File: src/hw/brie_defs.svh
// Constants of the byte-register instruction executor
// How it works
// - 000111da ffffffff complements f, sets N,Z
// - 0110001a compare-skip, flags untouched
// - Unsigned f minus W; equal flushes next fetch
// - Skip costs one or two extra cycles
// - 010000da ffffffff rotates right, sets N,Z
// - Bit n to n-1, bit 0 to 7
// - d=0 writes W, d=1 writes f
// - 0110100a writes FFh to f, flags untouched
// - a=0, extended set, f<=5Fh uses indexed offset
// - Instruction cycle is four clock phases
`ifndef BRIE_DEFS_SVH
`define BRIE_DEFS_SVH
`define BRIE_OPC_COMP 6'h07
`define BRIE_OPC_CMPS 7'h31
`define BRIE_OPC_ROTR 6'h10
`define BRIE_OPC_FILL 7'h34
`define BRIE_SKIP_NONE 2'h0
`define BRIE_SKIP_SECOND 2'h1
`define BRIE_SKIP_FIRST 2'h2
`define BRIE_OPC_HI6 15:10
`define BRIE_OPC_HI7 15:9
`define BRIE_BIT_D 9
`define BRIE_BIT_A 8
`define BRIE_FLD_F 7:0
`define BRIE_IDX_LIMIT 8'h5f
`define BRIE_ACC_SPLIT 8'h60
`define BRIE_ACC_HI_BANK 4'hf
`define BRIE_ALL_ONES 8'hff
`define BRIE_ZERO8 8'h00
`define BRIE_PHASES 2'h3
`define BRIE_TWO_WORD_HI 4'hf
`define BRIE_PH_BITS 15:12
`endif

File: src/hw/brie_pkg.sv
// Types of the byte-register instruction executor
package brie_pkg;
   typedef enum logic [2:0] {
      BRIE_OP_NONE = 3'h0,
      BRIE_OP_COMP = 3'h1,
      BRIE_OP_CMPS = 3'h2,
      BRIE_OP_ROTR = 3'h3,
      BRIE_OP_FILL = 3'h4
   } brie_op_t;
   typedef enum logic [1:0] {
      BRIE_Q1 = 2'b00,
      BRIE_Q2 = 2'b01,
      BRIE_Q3 = 2'b11,
      BRIE_Q4 = 2'b10
   } brie_phase_t;
endpackage

File: src/hw/brie_phase_gen.sv
// Four-phase instruction cycle sequencer
`timescale 1ns/1ps
`default_nettype none
module brie_phase_gen
   import brie_pkg::*;
(
   input wire logic clk_i,
   input wire logic rst_i,
   output brie_pkg::brie_phase_t phase_o
);
   brie_phase_t phase_r, phase_nxt;

   // Gray order, one clock per phase
   always_comb begin
      case (phase_r)
         BRIE_Q1: phase_nxt = BRIE_Q2;
         BRIE_Q2: phase_nxt = BRIE_Q3;
         BRIE_Q3: phase_nxt = BRIE_Q4;
         BRIE_Q4: phase_nxt = BRIE_Q1;
         default: phase_nxt = BRIE_Q1;
      endcase
   end

   always_ff @(posedge clk_i) begin
      if (rst_i) begin
         phase_r <= BRIE_Q1;
      end else begin
         phase_r <= phase_nxt;
      end
   end

   assign phase_o = phase_r;
endmodule // brie_phase_gen
`default_nettype wire

File: src/hw/brie_decode.sv
// Opcode decoder and address former
`include "brie_defs.svh"
`timescale 1ns/1ps
`default_nettype none
module brie_decode
   import brie_pkg::*;
(
   input wire logic [15:0] instr_i,
   input wire logic ext_set_i,
   input wire logic [3:0] bank_select_register_i,
   input wire logic [11:0] fsr2_i,
   output brie_pkg::brie_op_t op_o,
   output logic dest_f_o,
   output logic [11:0] addr_o
);
   logic [7:0] f;
   logic acc;
   assign f = instr_i[`BRIE_FLD_F];
   assign acc = instr_i[`BRIE_BIT_A];

   always_comb begin
      op_o = BRIE_OP_NONE;
      dest_f_o = 1'b0;
      if (instr_i[`BRIE_OPC_HI6] == `BRIE_OPC_COMP) begin
         op_o = BRIE_OP_COMP;
         dest_f_o = instr_i[`BRIE_BIT_D];
      end else if (instr_i[`BRIE_OPC_HI6] == `BRIE_OPC_ROTR) begin
         op_o = BRIE_OP_ROTR;
         dest_f_o = instr_i[`BRIE_BIT_D];
      end else if (instr_i[`BRIE_OPC_HI7] == `BRIE_OPC_CMPS) begin
         op_o = BRIE_OP_CMPS;
      end else if (instr_i[`BRIE_OPC_HI7] == `BRIE_OPC_FILL) begin
         op_o = BRIE_OP_FILL;
         dest_f_o = 1'b1;
      end
   end

   always_comb begin
      if (!acc && ext_set_i && f <= `BRIE_IDX_LIMIT) begin
         addr_o = fsr2_i + {4'h0, f};
      end else if (!acc) begin
         // Access bank: low part of bank 0 or top of bank 15
         addr_o = (f < `BRIE_ACC_SPLIT) ? {4'h0, f}
                                        : {`BRIE_ACC_HI_BANK, f};
      end else begin
         addr_o = {bank_select_register_i, f};
      end
   end
endmodule // brie_decode
`default_nettype wire

File: src/hw/brie_exec.sv
// Execute unit for complement, compare-skip, rotate and fill
`include "brie_defs.svh"
`timescale 1ns/1ps
`default_nettype none
module brie_exec
   import brie_pkg::*;
(
   // Clock and reset
   input wire logic SYS_CLK_I,
   input wire logic SYS_RST_I,
   // Instruction stream
   input wire logic [15:0] INSTR_I,
   input wire logic EXT_SET_I,
   input wire logic [3:0] BANK_SELECT_REGISTER_I,
   input wire logic [11:0] FSR2_I,
   // Register file read
   input wire logic [7:0] RD_DATA_I,
   output logic [11:0] ADDR_O,
   // Register file write
   output logic WR_EN_O,
   output logic [7:0] WR_DATA_O,
   // Working register and flags
   output logic [7:0] W_O,
   output logic FLAG_N_O,
   output logic FLAG_Z_O,
   // Cycle status
   output logic CYCLE_END_O,
   output logic FLUSH_O
);
   import brie_pkg::*;

   // ----------------------------------------
   // Phase and decode
   // ----------------------------------------
   brie_phase_t phase;
   brie_op_t op;
   logic dest_f;
   logic [11:0] addr;

   brie_phase_gen u_phase (
      .clk_i(SYS_CLK_I),
      .rst_i(SYS_RST_I),
      .phase_o(phase)
   );

   brie_decode u_dec (
      .instr_i(INSTR_I),
      .ext_set_i(EXT_SET_I),
      .bank_select_register_i(BANK_SELECT_REGISTER_I),
      .fsr2_i(FSR2_I),
      .op_o(op),
      .dest_f_o(dest_f),
      .addr_o(addr)
   );

   // ----------------------------------------
   // Datapath state
   // ----------------------------------------
   brie_op_t op_r, op_nxt;
   logic dest_r, dest_nxt;
   logic [11:0] addr_r, addr_nxt;
   logic [7:0] opnd_r, opnd_nxt;
   logic [7:0] res_r, res_nxt;
   logic [7:0] w_r, w_nxt;
   logic n_r, n_nxt;
   logic z_r, z_nxt;
   logic wr_r, wr_nxt;
   logic [7:0] wd_r, wd_nxt;
   logic end_r, end_nxt;
   logic flush_r, flush_nxt;
   logic [1:0] skip_r, skip_nxt;
   logic nop_r, nop_nxt;
   logic two_word;

   // Long-form second word starts with all ones in the top nibble
   assign two_word = (INSTR_I[`BRIE_PH_BITS] == `BRIE_TWO_WORD_HI);

   always_comb begin
      op_nxt = op_r;
      dest_nxt = dest_r;
      addr_nxt = addr_r;
      opnd_nxt = opnd_r;
      res_nxt = res_r;
      w_nxt = w_r;
      n_nxt = n_r;
      z_nxt = z_r;
      wr_nxt = 1'b0;
      wd_nxt = wd_r;
      end_nxt = 1'b0;
      flush_nxt = flush_r;
      skip_nxt = skip_r;
      nop_nxt = nop_r;
      case (phase)
         BRIE_Q1: begin
            // Decode; a flushed slot becomes a no-operation
            // Continuation word after a skipped slot is flushed too
            if (skip_r == `BRIE_SKIP_FIRST) begin
               nop_nxt = 1'b1;
               skip_nxt = `BRIE_SKIP_SECOND;
            end else if (skip_r == `BRIE_SKIP_SECOND) begin
               nop_nxt = two_word;
               skip_nxt = `BRIE_SKIP_NONE;
            end else begin
               nop_nxt = 1'b0;
            end
            op_nxt = nop_nxt ? BRIE_OP_NONE : op;
            dest_nxt = dest_f;
            addr_nxt = addr;
         end
         BRIE_Q2: begin
            opnd_nxt = RD_DATA_I;
            addr_nxt = addr_r;
         end
         BRIE_Q3: begin
            case (op_r)
               BRIE_OP_COMP: res_nxt = ~opnd_r;
               BRIE_OP_ROTR: res_nxt = {opnd_r[0], opnd_r[7:1]};
               BRIE_OP_FILL: res_nxt = `BRIE_ALL_ONES;
               default: res_nxt = opnd_r;
            endcase
            if (op_r == BRIE_OP_CMPS && opnd_r - w_r == `BRIE_ZERO8) begin
               skip_nxt = `BRIE_SKIP_FIRST;
            end
         end
         BRIE_Q4: begin
            end_nxt = 1'b1;
            // Marks the slot that just ended, not the compare itself
            flush_nxt = nop_r;
            if (op_r == BRIE_OP_COMP || op_r == BRIE_OP_ROTR) begin
               n_nxt = res_r[7];
               z_nxt = (res_r == `BRIE_ZERO8);
            end
            if (op_r == BRIE_OP_COMP || op_r == BRIE_OP_ROTR ||
                op_r == BRIE_OP_FILL) begin
               if (dest_r) begin
                  wr_nxt = 1'b1;
                  wd_nxt = res_r;
               end else begin
                  w_nxt = res_r;
               end
            end
         end
         default: begin
            op_nxt = BRIE_OP_NONE;
         end
      endcase
   end

   always_ff @(posedge SYS_CLK_I) begin
      if (SYS_RST_I) begin
         op_r <= BRIE_OP_NONE;
         dest_r <= 1'b0;
         addr_r <= 12'h000;
         opnd_r <= 8'h00;
         res_r <= 8'h00;
         w_r <= 8'h00;
         n_r <= 1'b0;
         z_r <= 1'b0;
         wr_r <= 1'b0;
         wd_r <= 8'h00;
         end_r <= 1'b0;
         flush_r <= 1'b0;
         skip_r <= 2'h0;
         nop_r <= 1'b0;
      end else begin
         op_r <= op_nxt;
         dest_r <= dest_nxt;
         addr_r <= addr_nxt;
         opnd_r <= opnd_nxt;
         res_r <= res_nxt;
         w_r <= w_nxt;
         n_r <= n_nxt;
         z_r <= z_nxt;
         wr_r <= wr_nxt;
         wd_r <= wd_nxt;
         end_r <= end_nxt;
         flush_r <= flush_nxt;
         skip_r <= skip_nxt;
         nop_r <= nop_nxt;
      end
   end

   assign ADDR_O = addr_r;
   assign WR_EN_O = wr_r;
   assign WR_DATA_O = wd_r;
   assign W_O = w_r;
   assign FLAG_N_O = n_r;
   assign FLAG_Z_O = z_r;
   assign CYCLE_END_O = end_r;
   assign FLUSH_O = flush_r;
endmodule // brie_exec
`default_nettype wire

File: config.mk
export PLATFORM = sky130hd
export DESIGN_NAME = brie_exec
export DESIGN_NICKNAME = d
export VERILOG_FILES = /design/src/hw/brie_pkg.sv /design/src/hw/brie_phase_gen.sv /design/src/hw/brie_decode.sv /design/src/hw/brie_exec.sv
export VERILOG_INCLUDE_DIRS = /design/src /design/src/hw
export SDC_FILE = /design/constraint.sdc
export NUM_CORES = 1
export LEC_CHECK = 0
export ABC_AREA = 1
export BUFFER_PORTS_ARGS = -buffer_cell sky130_fd_sc_hd__buf_2
export CAP_MARGIN = 20
export CORE_MARGIN = 2
export CORE_UTILIZATION = 54
export DETAILED_ROUTE_END_ITERATION = 8
export PLACE_DENSITY = 0.89
export SYNTH_ARGS = -nofsm -noshare
export SYNTH_HDL_FRONTEND = slang
export SYNTH_SLANG_ARGS = --single-unit
export TNS_END_PERCENT = 50
File: constraint.sdc
create_clock -name SYS_CLK_I -period 2 [get_ports SYS_CLK_I]
set_input_delay 0.1 -clock SYS_CLK_I [delete_from_list [all_inputs] [get_ports SYS_CLK_I]]
set_output_delay 0.1 -clock SYS_CLK_I [all_outputs]
set_load 0.05 [all_outputs]
## Word level (Yosys, flattened, before mapping)

Index checks and enable logic that the tools add are counted.

- $add $sub $neg: 2
- Magnitude comparators: 2
- Equal/unequal tests: 16
- Mux-type cells: 23
- Bitwise logic cells: 4
- Reduce and logical (&&, ||, !) cells: 15

Operator list:

| cell | count |
|---|---|
| 12-bit 2-to-1 mux | 3 |
| 8-bit one-hot mux with 3 select lines | 1 |
| 8-bit zero test | 2 |
| 3-bit 2-to-1 mux | 5 |
| 7-bit by 6-bit equality test with 1-bit output, second input constant | 2 |
| 12-bit by 8-bit adder with 12-bit output | 1 |
| 1-bit 2-to-1 mux | 9 |
| 3-bit AND reduction | 3 |
| 8-bit by 7-bit <= comparator with 1-bit output, second input constant | 1 |
| 8-bit by 7-bit less-than comparator with 1-bit output, second input constant | 1 |
| 8-bit NOT | 1 |
| 2-bit one-hot mux with 4 select lines | 1 |
| 8-bit subtractor | 1 |
| 2-bit equality test, second input constant | 3 |
| 3-bit by 2-bit equality test with 1-bit output, second input constant | 2 |
| 6-bit by 3-bit equality test with 1-bit output, second input constant | 1 |
| 6-bit by 5-bit equality test with 1-bit output, second input constant | 1 |
| 2-bit 2-to-1 mux | 3 |
| 2-bit by 1-bit equality test with 1-bit output, second input constant | 2 |
| 4-bit equality test, second input constant | 1 |
| 2-bit one-hot mux with 2 select lines | 1 |
| 3-bit by 1-bit equality test with 1-bit output, second input constant | 1 |
| 3-bit equality test, second input constant | 1 |
| 1-bit logical AND | 3 |
| 9 further kinds | 12 |

- Register bits: 58

## Logic depth before layout (Yosys ltp)

- Word-level depth: 6
- Mapped depth: 14
- Mapped depth without buffers: 14

## Hierarchy

A second synthesis with hierarchy kept.

- Cell total of the unflattened synthesis: 528
- Area total of the unflattened synthesis: 3,468.3 um^2

Modules (own cells, without submodules):

| module | instances | cells an instance | area an instance (um^2) | seq. area each (um^2) |
|---|---|---|---|---|
| brie_exec | 1 | 367 | 2,640.0 | 1,121.1 |
| brie_decode | 1 | 156 | 774.5 | 0.0 |
| brie_phase_gen | 1 | 5 | 53.8 | 40.0 |

## Least setup slack after synthesis

Ideal clock, no wire load.

- Path type: register to register
- Start: register w_r[2] (netlist: W_O[2])
- End: register skip_r[0]
- Setup time: 115 ps
- Data arrival time: 1,863 ps
- Data required time: 1,885 ps
- Path slack: 23 ps
- Stages on the path, launching flop included: 13
- Buffers on the path: 0
- Cells stage by stage: dfxtp_1 > inv_1 > ha_1 > a21oi_1 > nand2_1 > nand2_1 > nand2_1 > inv_1 > nand2_1 > nor2_1 > nand3_1 > a21oi_1 > nor2_1

- Longest elaborated chain between the ends: 5

RTL lines:

| what | RTL line | source |
|---|---|---|
| start, declared | brie_exec.sv:64 | `logic [7:0] w_r, w_nxt;` |
| start signal, assigned | brie_exec.sv:171 | `w_r <= w_nxt;` |
| 8-bit subtractor | brie_exec.sv:121 | `` if (op_r == BRIE_OP_CMPS && opnd_r - w_r == `BRIE_ZERO8) begin `` |
| 8-bit zero test (no line) | n/a |  |
| 1-bit logical AND (no line) | n/a |  |
| 2-bit != test (no line) | n/a |  |
| 3-bit AND reduction (no line) | n/a |  |
| end signal, assigned | brie_exec.sv:178 | `skip_r <= skip_nxt;` |
| end, declared | brie_exec.sv:71 | `logic [1:0] skip_r, skip_nxt;` |

Every way passes these cells.
A chain may end at the register's enable or synchronous reset.

## Worst setup path in the final report

Ends and elaborated chain as after synthesis.

==> flow_metrics.tcl <==
set metrics [dict create \
    clkPwrFrac 0.419 \
    cap_viol_max_count 0 \
    clk_pin_slew_ns 0.07 \
    cts_resized 0 \
    grt_pass1_vias 3278 \
    synthMuxAreaShare 0 \
    synth_cells 468 \
    synth.area.top_cells "dfxtp_1 36%, a21oi_1 9.3%, nand2_1 9.2%" \
    cellPowerDensity_nw_per_um2 807 \
    htree_num_levels 3 \
    grt_pass1_wl_um 14500 \
    synth_seq_area_share 0.358 \
    fmax_ghz 0.563 \
    timing.setup.tns_ns 0 \
    synthXorXnorAreaFrac 0.0135 \
    fin_worst_skew_ns 0.00896 \
    p_seq_frac 0.393 \
    fin_crit_ns 1.78 \
    die_x_um 81.5 \
    worstHoldPathType "in2reg" \
    rsz0062_at_grt "no" \
    stdcell_area_um2 3930 \
    worst_slew_pin_slew_ns 0.443 \
    cts_hold_buf 0 \
    setup_viol_count_final 0 \
    avgSynthCellArea_um2 6.92 \
    yosys-top-cells-count "79 x nand2_1, 60 x a21oi_1, 58 x dfxtp_1, 58 x inv_1, 54 x o21ai_0" \
    path_class "reg2reg" \
    yosysMostFrequentCell "nand2_1" \
    drtIter0Drc 260 \
    die-area_um2 6640 \
    wl_per_cell_um 13.8 \
    p_int_mw 2.26 \
    fin_crit_sh 0.888 \
    drt.antenna.violating_nets 0 \
    post_cts_buffers 0 \
    synth_fa_ha_area_frac 0.0718 \
    place_area_um2 3690 \
    dp_hpwl_um 6270 \
    clock_latency_ns 0.34 \
    crit_path_max_incr_delay_ns 0.37 \
    coreArea_um2 5850 \
    yosysTopAreaCell "dfxtp_1" \
    critPathArrivalTime_ns 2.01 \
    grt_usage 0.281 \
    root_buffer "clkbuf_8" \
    dr.pass1.iters 6 \
    p_sw_mw 0.914 \
    grt_antenna_before_repair 0 \
    grt_max_degree 41 \
    crit_required_ns 2.23 \
    dp_worst_setup_slack_ns 0.245 \
    synth.cell_area_um2 3240 \
    syn2layout_area_growth_pct 21.4 \
    ys_types 32 \
    status "completed" \
    fin_nets 606 \
    crit_fanout 7 \
    p_sw_frac 0.288 \
    syn-num-nets 529 \
    maxSlewHeadroom 0.701 \
    clockBufferDepth 2 \
    start_util 0.554 \
    final_util 0.672 \
    port_buffers 75 \
    end_kind "flip-flop" \
    gp_congestion 1.02 \
    critPathSlowestCell "ha_1" \
    worstSetupStartpointType "flip-flop" \
    ys_warn_count 0 \
    p_comb_frac 0.189 \
    synth-simple-area-share 0.237 \
    async_flop_share 0 \
    total_leakage_power_nw 1.93 \
    cts.sinks 58 \
    overflow 0 \
    viasPerCell 5.57 \
    ir_worst_vdd_v 0.000504 \
    wirelength_um 8630 \
    cts_tree "built" \
    report.final.slew_viol_count 0 \
    die_h_um 81.5 \
    synth_edf_count 0 \
    hold_viol 0 \
    synth_flop_cell "dfxtp_1" \
    drc 0 \
    vias 3476 \
    synth_compound_area_frac 0.231 \
    num_rows 28 \
    ys_ff_latch 58 \
    cts_buffers 9 \
    crit_chain "inv_1 > ha_1 > a21oi_1 > nand2_1 > nand2_1 > nand2_1 > inv_1 > nand2_1 > nor2_1 > nand3_1 > a21oi_1 > nor2_1" \
    synth_top_family_by_area "simple AND/OR/NAND/NOR gates" \
    cp_common_cell "nand2_1" \
    layout-drive-gt1-share 0.195 \
    fin_ws_ns 0.223 \
    synth_top_area_frac 0.358 \
    boundaryPins 76 \
    antenna_cells 0 \
]
stage by stage:
| step | total power, mW | hold WS [ns] | std cells |
|---|---|---|---|
| 3_5_place_dp | 1.85 | 0.389 | 609 |
| 4_1_cts | 3.18 | 0.0399 | 624 |
| 2_1_floorplan | 1.69 | 0.272 | 468 |
| 5_1_grt | 3.31 | 0.0734 | 624 |
| 3_3_place_gp | 1.84 | 0.381 | 609 |
| 6_report | 3.17 | 0.0495 | 624 |
layout make-up:
cell class / instances / area, um^2
multi-input combinational: 335 / 1790
sequential: 58 / 1160
fill: 488 / 1920
clock inverter: 5 / 103
clock buffer: 10 / 138
inverter: 63 / 236
timing repair buffer: 78 / 410
tap: 75 / 93.8
per-layer routing:
metal | share of wire | track usage | wire, um
met1 | 0.40 | 0.306 | 3450
met2 | 0.50 | 0.506 | 4360
met3 | 0.070 | 0.0923 | 607
met4 | 0.025 | 0.105 | 218
met5 | 0 | 0 | 0
placed cells by master, fill, tap and decap left out, types with 5 or more instances in the layout:
| master | synthesis | layout |
|---|---|---|
| dfxtp_1 | 58 | 58 |
| a21oi_1 | 60 | 60 |
| clkbuf_8 | 0 | 10 |
| nand2_1 | 79 | 79 |
| inv_2 | 5 | 5 |
| buf_2 | 0 | 75 |
| inv_1 | 58 | 58 |
| ha_1 | 17 | 17 |
| nand3_1 | 25 | 25 |
| o211ai_1 | 10 | 10 |
| nand4_1 | 5 | 5 |
| o21ai_0 | 54 | 54 |
| nor2_1 | 50 | 50 |
power by group through the flow:
stage | Combinational [mW] | Clock [mW] | Sequential (mW)
finish | 0.598 | 1.33 | 1.25
global route | 0.672 | 1.39 | 1.25
CTS | 0.592 | 1.34 | 1.24
detailed placement | 0.585 | 0 | 1.27
global placement | 0.569 | 0 | 1.27
floorplan | 0.338 | 0 | 1.35
kinds of logic (layout without fill, tap and decap cells):
| group | Yosys count | after routing |
|---|---|---|
| xor gates and xnor gates | 5 | 5 |
| adders and majority gates | 18 | 18 |
| and+or+nand+nor | 174 | 174 |
| DFF | 58 | 58 |
| buffers and inverters | 75 | 156 |
| AOI/OAI and AO/OA | 138 | 138 |
final timing paths:
path	to	slack (ns)	start	depth (start not counted)
max	skip_r[0]	0.22	W_O[2]	12
min	ADDR_O[11]	0.05	FSR2_I[11]	4
max reg2reg	skip_r[0]	0.22	W_O[2]	12
min reg2reg	FLUSH_O	0.46	nop_r	2
critical path, delay by kind of cell, from the launching register on:
| family | cells | cell delay [ns] |
|---|---|---|
| compound gates | 2 | 0.34 |
| flops | 1 | 0.32 |
| buf+inv | 2 | 0.11 |
| fa+ha+maj | 1 | 0.37 |
| simple gates | 7 | 0.52 |
flip-flops by register name, indices dropped and copies added, names as in the netlist, 2 cells and up:
register         count
opnd_r               8
res_r                8
W_O                  8
op_r                 3
skip_r               2
u_phase.phase_o      2
ADDR_O              12
WR_DATA_O            8
(Power assumes the default switching activity.)
